==> config.mk <==
export PLATFORM = sky130hd
export DESIGN_NAME = waveform_shutdown_deadband
export DESIGN_NICKNAME = d
export VERILOG_FILES = /design/src/hdl/deadband_pkg.sv /design/src/hdl/waveform_shutdown_deadband.sv
export SDC_FILE = /design/constraint.sdc
export NUM_CORES = 1
export LEC_CHECK = 0
export BUFFER_PORTS_ARGS = -buffer_cell sky130_fd_sc_hd__buf_2
export CORE_ASPECT_RATIO = 0.5
export CORE_MARGIN = 10
export CORE_UTILIZATION = 53
export DETAILED_ROUTE_END_ITERATION = 8
export PLACE_DENSITY = 0.8
export SYNTH_ARGS = -nofsm -noshare
export SYNTH_HDL_FRONTEND = slang
export SYNTH_SLANG_ARGS = --single-unit
==> constraint.sdc <==
create_clock -name ref_clk -period 2.5 [get_ports ref_clk]
set_clock_uncertainty 0.1 [all_clocks]
set_input_delay 0.125 -clock ref_clk [delete_from_list [all_inputs] [get_ports ref_clk]]
set_output_delay 0.125 -clock ref_clk [all_outputs]
set_load 0.05 [all_outputs]
==> src/hdl/deadband_pkg.sv <==
// Constants for the waveform shutdown and dead-band block
package deadband_pkg;
    localparam int          DATA_W          = 32;
    localparam int          ADDR_W          = 8;
    localparam int          DB_BITS         = 6;
    localparam int          SRC_COUNT       = 5;
    localparam int          IRQ_BITS        = 3;
    // Register byte addresses
    localparam logic [7:0]  ADDR_SRC_EN     = 8'h00;
    localparam logic [7:0]  ADDR_RISE_DB    = 8'h04;
    localparam logic [7:0]  ADDR_FALL_DB    = 8'h08;
    localparam logic [7:0]  ADDR_CONTROL    = 8'h0c;
    localparam logic [7:0]  ADDR_IRQ_STAT   = 8'h10;
    localparam logic [7:0]  ADDR_IRQ_MASK   = 8'h14;
    // Source enable bit positions
    localparam int          PIN_TRIP_BIT    = 0;
    localparam int          CMP1_TRIP_BIT   = 1;
    localparam int          CMP2_TRIP_BIT   = 2;
    localparam int          LOGIC2_TRIP_BIT = 3;
    localparam int          LOGIC4_TRIP_BIT = 4;
    // Control register bit positions
    localparam int          CLK_SRC_BIT     = 0;
    localparam int          SHUTDOWN_BIT    = 1;
    // Interrupt status bit positions
    localparam int          IRQ_SHUT_BIT    = 0;
    localparam int          IRQ_RISE_BIT    = 1;
    localparam int          IRQ_FALL_BIT    = 2;
    // Reset values
    localparam logic [4:0]  SRC_EN_RESET    = 5'h00;
    localparam logic [5:0]  DB_RESET        = 6'h00;
    localparam logic [2:0]  IRQ_RESET       = 3'h0;
    // Bus responses
    localparam logic [1:0]  RESP_OKAY       = 2'h0;
    localparam logic [1:0]  RESP_SLVERR     = 2'h2;
endpackage

==> src/hdl/waveform_shutdown_deadband.sv <==
// Auto-shutdown source selection and dead-band delay for one waveform channel
//
// Register access over AXI4-Lite and the placing of the registers are this design's own decisions.
`timescale 1ns/100ps
`default_nettype none

module waveform_shutdown_deadband
    import deadband_pkg::*;
#(
    parameter int DB_WIDTH = DB_BITS
) (
    input  wire logic                ref_clk,
    input  wire logic                arst_n,
    input  wire logic [ADDR_W-1:0]   s_axi_awaddr,
    input  wire logic                s_axi_awvalid,
    output logic                     s_axi_awready,
    input  wire logic [DATA_W-1:0]   s_axi_wdata,
    input  wire logic [3:0]          s_axi_wstrb,
    input  wire logic                s_axi_wvalid,
    output logic                     s_axi_wready,
    output logic [1:0]               s_axi_bresp,
    output logic                     s_axi_bvalid,
    input  wire logic                s_axi_bready,
    input  wire logic [ADDR_W-1:0]   s_axi_araddr,
    input  wire logic                s_axi_arvalid,
    output logic                     s_axi_arready,
    output logic [DATA_W-1:0]        s_axi_rdata,
    output logic [1:0]               s_axi_rresp,
    output logic                     s_axi_rvalid,
    input  wire logic                s_axi_rready,
    input  wire logic                data_in,
    input  wire logic                fast_internal_oscillator,
    input  wire logic                pin_routed_trip_input,
    input  wire logic                comparator_one_output,
    input  wire logic                comparator_two_output,
    input  wire logic                logic_cell_two_output,
    input  wire logic                logic_cell_four_output,
    output logic                     wave_primary,
    output logic                     wave_complement,
    output logic                     shutdown_active,
    output logic                     irq
);

    if (DB_WIDTH < 1 || DB_WIDTH > 8) begin : g_check
        $error("DB_WIDTH must lie between 1 and 8");
    end

    logic [SRC_COUNT-1:0] src_raw;
    logic [SRC_COUNT-1:0] src_meta;
    logic [SRC_COUNT-1:0] src_sync;
    logic [SRC_COUNT-1:0] src_en;
    logic [DB_WIDTH-1:0]  rise_delay_count;
    logic [DB_WIDTH-1:0]  fall_delay_count;
    logic [DB_WIDTH-1:0]  rise_cnt;
    logic [DB_WIDTH-1:0]  fall_cnt;
    logic                 clk_source;
    logic [IRQ_BITS-1:0]  irq_status;
    logic [IRQ_BITS-1:0]  irq_mask;
    logic                 data_meta;
    logic                 data_sync;
    logic                 data_prev;
    logic                 osc_meta;
    logic                 osc_sync;
    logic                 osc_prev;
    logic                 resume_wait;
    logic                 aw_have;
    logic                 w_have;
    logic [ADDR_W-1:0]    aw_addr;
    logic [DATA_W-1:0]    w_data;
    logic                 w_lane0;
    logic                 wr_go;
    logic                 wr_hit;
    logic                 rd_hit;
    logic [DATA_W-1:0]    rd_value;
    logic                 trip;
    logic                 gen_tick;
    logic                 rise_edge;
    logic                 fall_edge;
    logic                 release_req;
    logic                 outputs_off;

    // Decodes an address to a mapped register
    function automatic logic mapped(input logic [ADDR_W-1:0] a);
        mapped = (a == ADDR_SRC_EN) || (a == ADDR_RISE_DB) || (a == ADDR_FALL_DB) ||
                 (a == ADDR_CONTROL) || (a == ADDR_IRQ_STAT) || (a == ADDR_IRQ_MASK);
    endfunction

    assign src_raw = {logic_cell_four_output, logic_cell_two_output, comparator_two_output,
                      comparator_one_output, pin_routed_trip_input};

    // Two-stage synchronisers on every trip source
    for (genvar i = 0; i < SRC_COUNT; i++) begin : g_sync
        always_ff @(posedge ref_clk or negedge arst_n) begin
            if (!arst_n) begin
                src_meta[i] <= 1'b0;
                src_sync[i] <= 1'b0;
            end else begin
                src_meta[i] <= src_raw[i];
                src_sync[i] <= src_meta[i];
            end
        end
    end

    always_ff @(posedge ref_clk or negedge arst_n) begin
        if (!arst_n) begin
            data_meta <= 1'b0;
            data_sync <= 1'b0;
            data_prev <= 1'b0;
            osc_meta  <= 1'b0;
            osc_sync  <= 1'b0;
            osc_prev  <= 1'b0;
        end else begin
            data_meta <= data_in;
            data_sync <= data_meta;
            // An edge waits for a generator tick, so each delay spans n to n+1 periods
            if (gen_tick) begin
                data_prev <= data_sync;
            end
            osc_meta  <= fast_internal_oscillator;
            osc_sync  <= osc_meta;
            osc_prev  <= osc_sync;
        end
    end

    assign rise_edge = data_sync && !data_prev;
    assign fall_edge = !data_sync && data_prev;
    assign gen_tick  = clk_source ? (osc_sync && !osc_prev) : 1'b1;
    assign trip      = |(src_sync & src_en);

    // Register write path
    assign wr_go       = aw_have && w_have && !s_axi_bvalid;
    assign wr_hit      = mapped(aw_addr);
    assign release_req = wr_go && w_lane0 && (aw_addr == ADDR_CONTROL) && w_data[SHUTDOWN_BIT];

    always_ff @(posedge ref_clk or negedge arst_n) begin
        if (!arst_n) begin
            s_axi_awready <= 1'b0;
            s_axi_wready  <= 1'b0;
            s_axi_bvalid  <= 1'b0;
            s_axi_bresp   <= RESP_OKAY;
            aw_have       <= 1'b0;
            w_have        <= 1'b0;
            aw_addr       <= '0;
            w_data        <= '0;
            w_lane0       <= 1'b0;
        end else begin
            if (s_axi_awvalid && s_axi_awready) begin
                aw_have       <= 1'b1;
                aw_addr       <= s_axi_awaddr;
                s_axi_awready <= 1'b0;
            end else if (!aw_have && !s_axi_bvalid) begin
                s_axi_awready <= 1'b1;
            end
            if (s_axi_wvalid && s_axi_wready) begin
                w_have       <= 1'b1;
                w_data       <= s_axi_wdata;
                w_lane0      <= s_axi_wstrb[0];
                s_axi_wready <= 1'b0;
            end else if (!w_have && !s_axi_bvalid) begin
                s_axi_wready <= 1'b1;
            end
            if (wr_go) begin
                aw_have      <= 1'b0;
                w_have       <= 1'b0;
                s_axi_bvalid <= 1'b1;
                s_axi_bresp  <= wr_hit ? RESP_OKAY : RESP_SLVERR;
            end else if (s_axi_bvalid && s_axi_bready) begin
                s_axi_bvalid <= 1'b0;
            end
        end
    end

    always_ff @(posedge ref_clk or negedge arst_n) begin
        if (!arst_n) begin
            src_en           <= SRC_EN_RESET;
            rise_delay_count <= DB_WIDTH'(DB_RESET);
            fall_delay_count <= DB_WIDTH'(DB_RESET);
            clk_source       <= 1'b0;
            irq_mask         <= IRQ_RESET;
        end else if (wr_go && w_lane0) begin
            if (aw_addr == ADDR_SRC_EN) begin
                src_en <= w_data[SRC_COUNT-1:0];
            end else if (aw_addr == ADDR_RISE_DB) begin
                rise_delay_count <= w_data[DB_WIDTH-1:0];
            end else if (aw_addr == ADDR_FALL_DB) begin
                fall_delay_count <= w_data[DB_WIDTH-1:0];
            end else if (aw_addr == ADDR_CONTROL) begin
                clk_source <= w_data[CLK_SRC_BIT];
            end else if (aw_addr == ADDR_IRQ_MASK) begin
                irq_mask <= w_data[IRQ_BITS-1:0];
            end
        end
    end

    // Read path
    always_comb begin
        rd_value = '0;
        rd_hit   = mapped(s_axi_araddr);
        if (s_axi_araddr == ADDR_SRC_EN) begin
            rd_value[SRC_COUNT-1:0] = src_en;
        end else if (s_axi_araddr == ADDR_RISE_DB) begin
            rd_value[DB_WIDTH-1:0] = rise_delay_count;
        end else if (s_axi_araddr == ADDR_FALL_DB) begin
            rd_value[DB_WIDTH-1:0] = fall_delay_count;
        end else if (s_axi_araddr == ADDR_CONTROL) begin
            rd_value[CLK_SRC_BIT]  = clk_source;
            rd_value[SHUTDOWN_BIT] = shutdown_active;
        end else if (s_axi_araddr == ADDR_IRQ_STAT) begin
            rd_value[IRQ_BITS-1:0] = irq_status;
        end else if (s_axi_araddr == ADDR_IRQ_MASK) begin
            rd_value[IRQ_BITS-1:0] = irq_mask;
        end
    end

    always_ff @(posedge ref_clk or negedge arst_n) begin
        if (!arst_n) begin
            s_axi_arready <= 1'b0;
            s_axi_rvalid  <= 1'b0;
            s_axi_rdata   <= '0;
            s_axi_rresp   <= RESP_OKAY;
        end else if (s_axi_arvalid && s_axi_arready) begin
            s_axi_arready <= 1'b0;
            s_axi_rvalid  <= 1'b1;
            s_axi_rdata   <= rd_value;
            s_axi_rresp   <= rd_hit ? RESP_OKAY : RESP_SLVERR;
        end else if (s_axi_rvalid && s_axi_rready) begin
            s_axi_rvalid  <= 1'b0;
        end else if (!s_axi_rvalid) begin
            s_axi_arready <= 1'b1;
        end
    end

    // Shutdown flag: a trip in the release cycle keeps it set
    always_ff @(posedge ref_clk or negedge arst_n) begin
        if (!arst_n) begin
            shutdown_active <= 1'b0;
            resume_wait     <= 1'b0;
        end else begin
            if (trip) begin
                shutdown_active <= 1'b1;
            end else if (release_req) begin
                shutdown_active <= 1'b0;
            end
            if (trip) begin
                resume_wait <= 1'b1;
            end else if (!shutdown_active && rise_edge) begin
                resume_wait <= 1'b0;
            end
        end
    end

    // Outputs resume only at the next data rise after release
    assign outputs_off = trip || shutdown_active || (resume_wait && !rise_edge);

    // Dead-band counters and channel outputs
    always_ff @(posedge ref_clk or negedge arst_n) begin
        if (!arst_n) begin
            rise_cnt     <= '0;
            wave_primary <= 1'b0;
        end else if (outputs_off || !data_sync) begin
            rise_cnt     <= '0;
            wave_primary <= 1'b0;
        end else if (rise_edge || (resume_wait && data_sync)) begin
            rise_cnt     <= rise_delay_count;
            wave_primary <= (rise_delay_count == '0);
        end else if (rise_cnt != '0 && gen_tick) begin
            rise_cnt <= rise_cnt - 1'b1;
            if (rise_cnt == DB_WIDTH'(1)) begin
                wave_primary <= 1'b1;
            end
        end
    end

    always_ff @(posedge ref_clk or negedge arst_n) begin
        if (!arst_n) begin
            fall_cnt        <= '0;
            wave_complement <= 1'b0;
        end else if (outputs_off || data_sync) begin
            fall_cnt        <= '0;
            wave_complement <= 1'b0;
        end else if (fall_edge) begin
            fall_cnt        <= fall_delay_count;
            wave_complement <= (fall_delay_count == '0);
        end else if (fall_cnt != '0 && gen_tick) begin
            fall_cnt <= fall_cnt - 1'b1;
            if (fall_cnt == DB_WIDTH'(1)) begin
                wave_complement <= 1'b1;
            end
        end
    end

    // Sticky interrupt status, write one to clear, set wins
    always_ff @(posedge ref_clk or negedge arst_n) begin
        if (!arst_n) begin
            irq_status <= IRQ_RESET;
            irq <= 1'b0;
        end else begin
            for (int b = 0; b < IRQ_BITS; b++) begin
                if ((b == IRQ_SHUT_BIT && trip && !shutdown_active) ||
                    (b == IRQ_RISE_BIT && rise_edge) || (b == IRQ_FALL_BIT && fall_edge)) begin
                    irq_status[b] <= 1'b1;
                end else if (wr_go && w_lane0 && aw_addr == ADDR_IRQ_STAT && w_data[b]) begin
                    irq_status[b] <= 1'b0;
                end
            end
            irq <= |(irq_status & irq_mask);
        end
    end

    AST_LOGIC4_TRIP: assert property (@(posedge ref_clk) disable iff (!arst_n)
        src_sync[LOGIC4_TRIP_BIT] && src_en[LOGIC4_TRIP_BIT] |=> shutdown_active && !wave_primary)
        else $error("logic cell four trip did not shut down");
    AST_LOGIC2_TRIP: assert property (@(posedge ref_clk) disable iff (!arst_n)
        src_sync[LOGIC2_TRIP_BIT] && src_en[LOGIC2_TRIP_BIT] |=> shutdown_active && !wave_complement)
        else $error("logic cell two trip did not shut down");
    AST_CMP2_TRIP: assert property (@(posedge ref_clk) disable iff (!arst_n)
        src_sync[CMP2_TRIP_BIT] && src_en[CMP2_TRIP_BIT] |=> shutdown_active)
        else $error("comparator two trip did not shut down");
    AST_CMP1_TRIP: assert property (@(posedge ref_clk) disable iff (!arst_n)
        src_sync[CMP1_TRIP_BIT] && src_en[CMP1_TRIP_BIT] |=> shutdown_active)
        else $error("comparator one trip did not shut down");
    AST_PIN_TRIP: assert property (@(posedge ref_clk) disable iff (!arst_n)
        !shutdown_active && src_sync[PIN_TRIP_BIT] && src_en[PIN_TRIP_BIT] |=> shutdown_active)
        else $error("pin trip did not shut down");
    AST_RISE_DELAY: assert property (@(posedge ref_clk) disable iff (!arst_n)
        !clk_source && rise_edge && !outputs_off && rise_delay_count == DB_WIDTH'(2) ##1 data_sync [*2]
        |-> !wave_primary ##1 wave_primary)
        else $error("rising dead-band of two cycles not honoured");
    AST_FALL_DELAY: assert property (@(posedge ref_clk) disable iff (!arst_n)
        fall_edge && !outputs_off && |fall_delay_count |=> !wave_complement && fall_cnt == $past(fall_delay_count))
        else $error("falling dead-band not loaded");
    AST_ZERO_BYPASS: assert property (@(posedge ref_clk) disable iff (!arst_n)
        rise_edge && !outputs_off && rise_delay_count == '0 |=> wave_primary)
        else $error("zero count did not bypass dead-band");
    AST_UPPER_ZERO: assert property (@(posedge ref_clk) disable iff (!arst_n)
        s_axi_rvalid |-> s_axi_rdata[DATA_W-1:DB_WIDTH] == '0)
        else $error("unimplemented bits read non-zero");
    AST_REG_WRITE: assert property (@(posedge ref_clk) disable iff (!arst_n)
        wr_go && w_lane0 && aw_addr == ADDR_RISE_DB |=> rise_delay_count == $past(w_data[DB_WIDTH-1:0]))
        else $error("rising count write lost");
    AST_SHUTDOWN_HOLD: assert property (@(posedge ref_clk) disable iff (!arst_n)
        shutdown_active && !release_req |=> shutdown_active ##0 !wave_primary && !wave_complement)
        else $error("shutdown released without request");
    AST_OSC_STALL: assert property (@(posedge ref_clk) disable iff (!arst_n)
        clk_source && !(osc_sync && !osc_prev) && rise_cnt > DB_WIDTH'(1) && !outputs_off && !rise_edge && data_sync
        |=> rise_cnt == $past(rise_cnt))
        else $error("counter moved without oscillator tick");
    AST_SYNC_EDGE: assert property (@(posedge ref_clk) disable iff (!arst_n)
        rise_edge |-> $past(data_meta) && (!$past(data_sync) || $past(rise_edge)))
        else $error("edge seen without synchroniser");

endmodule
`default_nettype wire

==> After elaboration in Yosys (flattened, before gate mapping) <==
Cells that the tools add are included.
{ "word_totals": {"word_cells": 196, "register_bits": 89, "out_inout_bits": 45} }
{ "classes": {"reduce_logical": 79, "n_eq_ne": 14, "n_addsub": 2, "muxes": 51, "bitwise": 6} }
{ "op_table": {"columns": ["op", "n"], "rows": [
  ["$mux W6", 7],
  ["$mux W1", 36],
  ["$eq A8 B4 Y1 const B", 4],
  ["$eq A8 B5 Y1 const B", 4],
  ["$logic_and A1 B1 Y1", 25],
  ["$reduce_bool A2 Y1", 11],
  ["$eq A8 B3 Y1 const B", 2],
  ["$logic_not A8 Y1", 2],
  ["$logic_or A1 B1 Y1", 15],
  ["$eq A6 B1 Y1 const B", 2],
  ["$logic_not A6 Y1", 2],
  ["$mux W3", 4],
  ["$reduce_bool A3 Y1", 4],
  ["$reduce_bool A6 Y1", 2],
  ["$sub A6 B1 Y6 const B", 2],
  ["$logic_not A1 Y1", 8],
  ["$reduce_and A2 Y1", 4],
  ["$mux W2", 3],
  ["$reduce_and A6 Y1", 1],
  ["$and A5 B5 Y5", 1],
  ["$mux W5", 1],
  ["$reduce_and A5 Y1", 1],
  ["$reduce_or A5 Y1", 1],
  ["$not A1 Y1", 4],
  ["6 further kinds", 6]
]} }

==> Longest topological paths before layout <==
Gate-level depths: netlist of the first run.
{ "logic_depth": {"depth_word": 8, "mapped_depth": 6, "depth_no_buf": 6} }

==> Worst setup path after synthesis of the first run <==
Ideal clock, no wire load.
{ "synth_path": {"path_kind": "reg2reg", "start": "reg s_axi_bvalid", "end": "reg fall_delay_count[0]", "arrival_time_ps": 1790, "period_less_slack_ps": 2014, "n_path_buf": 0, "slack_ps": 486, "path_stages_with_launch": 5, "path_cell_list": "dfrtp_1 nand3b_1 nor3_1 nand3_1 mux2_2"} }
{ "synth_between": {"elab_chain_cells": 4} }
{ "synth_lines": {"columns": ["item", "line", "source"], "rows": [
  ["from (decl)", "waveform_shutdown_deadband.sv:22", "output logic s_axi_bvalid,"],
  ["from (signal assigned)", "waveform_shutdown_deadband.sv:139", "s_axi_bvalid <= 1'b0;"],
  ["from (signal assigned)", "waveform_shutdown_deadband.sv:165", "s_axi_bvalid <= 1'b1;"],
  ["from (signal assigned)", "waveform_shutdown_deadband.sv:168", "s_axi_bvalid <= 1'b0;"],
  ["$logic_not A1 Y1", "waveform_shutdown_deadband.sv:131", "assign wr_go = aw_have && w_have && !s_axi_bvalid;"],
  ["$logic_and A1 B1 Y1", "waveform_shutdown_deadband.sv:131", null],
  ["$logic_and A1 B1 Y1", "waveform_shutdown_deadband.sv:180", "end else if (wr_go && w_lane0) begin"],
  ["$reduce_and A4 Y1 (no source line)", null, null],
  ["to (signal assigned)", "waveform_shutdown_deadband.sv:177", "fall_delay_count <= DB_WIDTH'(DB_RESET);"],
  ["to (signal assigned)", "waveform_shutdown_deadband.sv:186", "fall_delay_count <= w_data[DB_WIDTH-1:0];"],
  ["to (decl)", "waveform_shutdown_deadband.sv:53", "logic [DB_WIDTH-1:0] fall_delay_count;"]
]} }
Every way passes these cells.
A chain may end at the register's enable or synchronous reset.

==> Worst setup path in the final report of the first run <==
{ "layout_path": {"start": "reg aw_addr[0]", "end": "reg fall_delay_count[5]"} }
{ "layout_between": {"elab_chain_cells": 3, "elab_cells_between_ends": 6} }
{ "layout_lines": {"columns": ["item", "line", "source"], "rows": [
  ["from (decl)", "waveform_shutdown_deadband.sv:68", "logic [ADDR_W-1:0] aw_addr;"],
  ["from (signal assigned)", "waveform_shutdown_deadband.sv:149", "aw_addr <= s_axi_awaddr;"],
  ["$eq A8 B3 Y1 / $logic_not A8 Y1 (equally long branches)", "waveform_shutdown_deadband.sv:183, waveform_shutdown_deadband.sv:181", null],
  ["$not A1 Y1 (no source line)", null, null],
  ["$reduce_and A4 Y1 (no source line) *", null, null]
]} }
Mark *: on every way between the ends. The rest lies on a longest branch, timed or not.

==> impl_summary.txt, run 1 <==
----------------------------------------------------
[Critical path]
  CP Launch Type ... flop
  Critical path endpoint category ... flop
  R2R setup slack ... 0.30 ns
  WP data arrival ... 2.32 ns
  RR Startpoint ... aw_addr[0]
  Critical Path Max Stage Delay ... 0.57 ns
  Critical Path Slowest Stage Cell ... or4_4
  Cell depth of the worst flop-to-flop path ... 4
  Crit Path Class ... flop to flop
  Reg2Reg Capture Point ... fall_delay_count[5]
  Req. time, crit path ... 2.63 ns
  Crit Path Max Fanout ... 6
  Series of cell instances along the critical path ... or4_4 -> nor3_1 -> nand3_1 -> mux2_2

[Floorplanning]
  Placement row count ... 22
  Initial Utilization ... 0.560
  Die X ... 146 um
  Core Box Area ... 7540 um^2
  Number of I/O pins ... 111
  Die area ... 12200 um^2
  DIE HEIGHT ... 83.1 um

[Synthesis]
  Count of warnings emitted by yosys ... 0
  Total standard cell area after synthesis ... 4220 um^2
  Syn Inst Count ... 376
  Post-synth top area share ... 0.516
  Most common cell in the synthesized netlist ... dfrtp_1
  Main area contributors after synthesis ... dfrtp_1 (52%), mux2_2 (10%), buf_4 (5.0%)
  Proportion of register bits with asynchronous set or reset after synthesis ... 1.00
  Synth top cells by count ... dfrtp_1 (87), mux2_2 (39), buf_4 (28)
  Synth Area per Inst ... 11.2 um^2
  Synthesis-stage register bit count ... 87
  Cell accounting for the most synthesized area ... dfrtp_1
  Main flop type after synthesis ... dfrtp_1
  Sequential element share of the synthesized area ... 0.516
  Count of different cell masters after synthesis ... 59
  Number of enable-type register cells in the synthesized netlist ... 0

[Timing]
  Hold violation total from the final report ... 0
  Pins over their slew limit ... 0
  Least-Margin Pin Slew ... 0.670 ns
  Final setup TNS ... 0 ns
  Max-Slew Margin vs Limit ... 0.551
  Fmax achieved ... 455 MHz
  Fin crit period ... 2.20 ns
  Unrepaired setup endpoints after global routing ... no
  Final Cycle Share ... 0.879
  Count of endpoints failing setup in the final report ... 0

[Detailed routing]
  Drt wl/cell ... 18.2 um
  Routed vias/inst ... 5.74
  Post-DRT Antenna Nets ... 0
  TritonRoute pass-1 iters ... 5
  Total length of routed wires ... 10400 um
  Residual DRC ... 0
  Routed via count ... 3294
  Violation count after the first detailed-route iteration ... 428

[Finish]
  Area growth, synth to finish ... 20.5%
  Fraction of layout instances using a drive strength above 1 ... 0.260
  Combined area of the multi-input logic cells ... 1850 um^2
  Fin nets ... 533
  Count of inserted antenna diode cells ... 0
  Fill cell instance count of the final layout ... 512
  Storage cell area ... 2180 um^2
  Core occupancy in the finished layout ... 0.675

[Clock tree]
  Skew-Pair Late Insertion Delay ... 0.35 ns
  Clock Sinks ... 87
  Hold buffer count at cts ... 25
  Post-CTS setup buffer count ... 0
  Resize count post-CTS ... 0
  Clk slew on worst S/H paths ... 0.07 ns
  Total number of H-tree levels ... 3
  TritonCTS buffer count ... 9
  TritonCTS clock tree ... built
  Clock Tree Buf Depth ... 2
  Library cell used as clock root buffer ... clkbuf_16

[GRT]
  Number of global-route vias before repair ... 3238
  Wire length of the first global-routing pass ... 17300 um
  Initial antenna violation count ... 0
  Total congestion overflow after global routing ... 0
  Total GRT Usage ... 0.173
  Largest net degree at the start of global routing ... 48

[Worst hold path]
  Hold Crit Start ... s_axi_araddr[4]
  Hold WC Path Type ... input pin to flop
  Hold-critical path endpoint ... s_axi_rdata[5]
  Cell depth of the worst hold path ... 2

[Power]
  Areal power density over the cells ... 1080 nW/um^2
  P_sw ... 0.00217 W
  Fraction of power spent switching nets ... 0.395
  Comb power frac ... 0.352
  Sequential power share ... 0.399
  Worst IR Drop VDD ... 1.03 mV
  Internal portion of total power ... 0.00333 W
  Leakage power of the design ... 2.38 nW
  Clk network pwr share ... 0.249

[Status]
  Run status ... finished clean

[Placement]
  Detailed placer's ending HPWL ... 6890 um
  Quantity of I/O buffers inserted on ports ... 53
  Final Wtd Congestion ... 0.922

[Flow run]
  Number of violations of the max-capacitance limit ... 0

----------------------------------------------------
## per-stage QoR
step	power [W]	cell area (um^2)	hold WS [ns]	worst slack, ns	instances
5_1_grt	0.00581	5090	0.0390	0.218	574
6_report	0.00550	5090	0.0513	0.304	574
3_3_place_gp	0.00396	4530	0.0336	0.422	533
4_1_cts	0.00544	5090	0.0327	0.369	574
3_5_place_dp	0.00403	4530	0.0334	0.375	533
2_1_floorplan	0.00356	4320	-0.271	0.486	403
## registers in the layout, indices dropped and copies added, names as in the netlist, 3 cells and up
| register | cells |
|---|---|
| aw_addr | 8 |
| fall_cnt | 6 |
| fall_delay_count | 6 |
| rise_cnt | 6 |
| rise_delay_count | 6 |
| s_axi_rdata | 6 |
| w_data | 6 |
| src_en | 5 |
| src_meta | 5 |
| src_sync | 5 |
| irq_mask | 3 |
| irq_status | 3 |
## power by group through the flow
stage	registers, W	logic (W)	clock network [W]
4_1_cts	0.00217	0.00189	0.00138
5_1_grt	0.00224	0.00211	0.00145
6_report	0.00219	0.00194	0.00137
3_3_place_gp	0.00216	0.00180	0
3_5_place_dp	0.00219	0.00184	0
2_1_floorplan	0.00233	0.00123	0
## cells by family (layout without fill, tap and decap cells)
| family | after synthesis | after routing | synth area share |
|---|---|---|---|
| AND/OR/NAND/NOR | 108 | 108 | 0.143 |
| flip-flops | 87 | 87 | 0.516 |
| AO/OA/AOI/OAI | 77 | 77 | 0.128 |
| buffers and inverters | 50 | 113 | 0.0696 |
| multiplexers | 45 | 45 | 0.121 |
| adder cells (fa/ha/maj) | 6 | 6 | 0.0178 |
| XOR/XNOR | 2 | 2 | 0.00415 |
| other | 1 | 28 | 0.000888 |
## cells in the final DEF, fill, tap and decap left out, drive strengths merged, types with 3 or more instances in the layout
cell	instances
a21o	6
a21oi	18
a31oi	10
and2	4
and3	6
buf	58
clkbuf	11
conb	28
dfrtp	87
dlygate4sd3	25
ha	6
inv	16
mux2	39
mux2i	5
nand2	25
nand3	10
nand3b	3
nand4	7
nor2	12
nor2b	8
nor3	11
nor3b	4
nor4	8
o21a	3
o21ai	6
o22ai	3
o31ai	3
o41ai	4
or4	4
## worst max-delay path by stage
stage                  from                  end  slack (ns)  cells past startpoint
2_1_floorplan  s_axi_bvalid  fall_delay_count[0]        0.49                      4
3_3_place_gp     aw_addr[0]  fall_delay_count[0]        0.42                      4
3_5_place_dp     aw_addr[0]  fall_delay_count[1]        0.38                      4
4_1_cts          aw_addr[0]  fall_delay_count[5]        0.37                      4
5_1_grt          aw_addr[0]  fall_delay_count[0]        0.22                      4
6_report         aw_addr[0]  fall_delay_count[5]        0.30                      4
## worst max-delay path: cells and delay by family, from the launching register on
family | cells | cell delay [ns]
muxes | 1 | 0.37
DFF | 1 | 0.39
and+or+nand+nor | 3 | 1.21
## cell type report
cell class | count | area share
inverters | 14 | 0.0103
well taps | 108 | 0.0266
clock buffers | 11 | 0.0477
multi-input cells | 266 | 0.364
flip-flops and latches | 87 | 0.428
repair buffers | 83 | 0.112
clock inverters | 5 | 0.0120
## layer usage
metal,track usage,wire length (um)
met1,0.218,4520
met2,0.274,4920
met3,0.0579,799
met4,0.0619,179
met5,0,0
(Power assumes the default switching activity.)
==> inputs of run 2 (changes only) <==
--- a/config.mk
+++ b/config.mk
@@ -9,3 +9,2 @@
 export CORE_ASPECT_RATIO = 0.5
-export CORE_MARGIN = 10
 export CORE_UTILIZATION = 53
@@ -13,2 +12,3 @@
 export PLACE_DENSITY = 0.8
+export SETUP_SLACK_MARGIN = 0.05
 export SYNTH_ARGS = -nofsm -noshare
--- a/constraint.sdc
+++ b/constraint.sdc
@@ -4,2 +4,2 @@
 set_output_delay 0.125 -clock ref_clk [all_outputs]
-set_load 0.05 [all_outputs]
+set_load 0.01 [all_outputs]
==> impl_summary.txt, run 2 (same netlist as run 1, synthesis figures left out) <==
----------------------------------------------------
[Timing]
  Hold violation total from the final report ... 0
  Fmax achieved ... 461 MHz
  Max-Slew Margin vs Limit ... 0.507
  Unrepaired setup endpoints after global routing ... no
  Pins over their slew limit ... 0
  Final Cycle Share ... 0.868
  Least-Margin Pin Slew ... 0.736 ns
  Fin crit period ... 2.17 ns
  Final setup TNS ... 0 ns
  Minimum setup slack in the final design ... 0.329 ns
  Worst hold slack ... 0.0598 ns
  Count of endpoints failing setup in the final report ... 0

[Detailed routing]
  Violation count after the first detailed-route iteration ... 252
  TritonRoute pass-1 iters ... 5
  Drt wl/cell ... 15.9 um
  Post-DRT Antenna Nets ... 0
  Total length of routed wires ... 9160 um
  Routed vias/inst ... 5.67
  Routed via count ... 3260
  Residual DRC ... 0

[Critical path]
  Crit Path Max Fanout ... 6
  Reg2Reg Capture Point ... fall_delay_count[5]
  Critical path endpoint category ... flop
  Critical Path Max Stage Delay ... 0.57 ns
  CP Launch Type ... flop
  Series of cell instances along the critical path ... or4_4 -> nor3_1 -> nand3_1 -> mux2_2
  Critical Path Slowest Stage Cell ... or4_4
  Cell depth of the worst flop-to-flop path ... 4
  Gate family responsible for the most delay along the worst path ... simple AND/OR/NAND/NOR gates
  Crit Path Class ... flop to flop
  RR Startpoint ... aw_addr[0]
  WP data arrival ... 2.29 ns
  Req. time, crit path ... 2.62 ns
  Number of buffers and inverters on the critical path ... 0
  R2R setup slack ... 0.33 ns

[Clock tree]
  Clock Sinks ... 87
  Clock Tree Buf Depth ... 2
  Total number of H-tree levels ... 3
  TritonCTS clock tree ... built
  Clk slew on worst S/H paths ... 0.06 ns
  Post-CTS setup buffer count ... 0
  Skew-Pair Late Insertion Delay ... 0.34 ns
  Hold buffer count at cts ... 25
  Library cell used as clock root buffer ... clkbuf_16
  TritonCTS buffer count ... 9
  Resize count post-CTS ... 0

[Placement]
  Worst-case setup slack after placement ... 0.388 ns
  Quantity of I/O buffers inserted on ports ... 53
  Detailed placer's ending HPWL ... 6060 um
  DP Cell Count ... 534
  Final Wtd Congestion ... 0.839

[Finish]
  Area growth, synth to finish ... 21.2%
  Fraction of layout instances using a drive strength above 1 ... 0.259
  Final non-filler cell total ... 575
  Count of inserted antenna diode cells ... 0
  Most frequent standard cell in the layout excluding fill and tap cells ... dfrtp_1
  Max reg flops ... 8
  Most flop-heavy register ... aw_addr
  Most used cells in the layout excluding fill and tap cells ... dfrtp_1 (87), buf_2 (52), mux2_2 (39)
  Fin nets ... 534

[Status]
  Run status ... finished clean

[GRT]
  Total GRT Usage ... 0.246
  Initial antenna violation count ... 0
  Number of global-route vias before repair ... 3112
  Wire length of the first global-routing pass ... 15300 um
  Total congestion overflow after global routing ... 0
  Largest net degree at the start of global routing ... 49

[Worst hold path]
  Cell depth of the worst hold path ... 2
  Hold Crit Start ... s_axi_araddr[4]
  Hold-critical path endpoint ... s_axi_rdata[5]
  Hold WC Path Type ... input pin to flop

[Floorplanning]
  Die X ... 128 um
  DIE HEIGHT ... 65.1 um
  Core Box Area ... 7510 um^2
  Die area ... 8350 um^2
  Number of I/O pins ... 111
  Initial Utilization ... 0.562
  Placement row count ... 22

[Power]
  Areal power density over the cells ... 1010 nW/um^2
  Leakage power of the design ... 2.39 nW
  Worst IR Drop VDD ... 0.645 mV

[Flow run]
  Number of violations of the max-capacitance limit ... 0

----------------------------------------------------
run 2: cell types whose count changed in the layout (fill, tap and decap cells not counted), sizes merged:
| cell | before | now |
|---|---|---|
| bufinv | 1 | 2 |
| clkbuf | 11 | 12 |
| inv | 16 | 14 |
| buf | 58 | 59 |
run 2: how the worst max path moves through the flow:
stage | to | startpoint | cells past startpoint | slack (ns)
detailed placement | fall_delay_count[5] | aw_addr[0] | 4 | 0.39
global placement | fall_delay_count[0] | aw_addr[0] | 4 | 0.43
finish | fall_delay_count[5] | aw_addr[0] | 4 | 0.33
floorplan | fall_delay_count[0] | aw_addr[0] | 4 | 0.58
CTS | fall_delay_count[5] | aw_addr[0] | 4 | 0.36
global route | fall_delay_count[5] | aw_addr[0] | 4 | 0.24
run 2: metrics by stage:
step	utilization	power (W)	instance area, um^2
after floorplan	-	0.00324	4320
after global placement	0.604	0.00364	4540
after detailed placement	0.604	0.00368	4540
after CTS	0.681	0.00517	5120
after global routing	0.681	0.00549	5120
final	0.681	0.00519	5120
run 2: routing by layer:
| layer | global-route usage | routed length, um | up-vias |
|---|---|---|---|
| met3 | 0.0611 | 547 | 14 |
| li1 | - | - | 1510 |
| met5 | 0 | 0 | - |
| met2 | 0.393 | 4180 | 142 |
| met1 | 0.321 | 4250 | 1594 |
| met4 | 0.113 | 181 | 0 |
run 2: cell type report:
type	instances	area, um^2
fillers	533	2400
multi-input cells	266	1850
clock inverters	4	77.6
repair buffers	84	576
flip-flops and latches	87	2180
well taps	108	135
inverters	14	52.6
clock buffers	12	246
run 2: report_power, final:
part / switching (W) / internal (W) / total, W / leakage, nW
combinational: 0.000814 / 0.000759 / 0.00157 / 1.13
sequential: 0.000414 / 0.00176 / 0.00217 / 1.10
clock: 0.000533 / 0.000908 / 0.00144 / 0.157
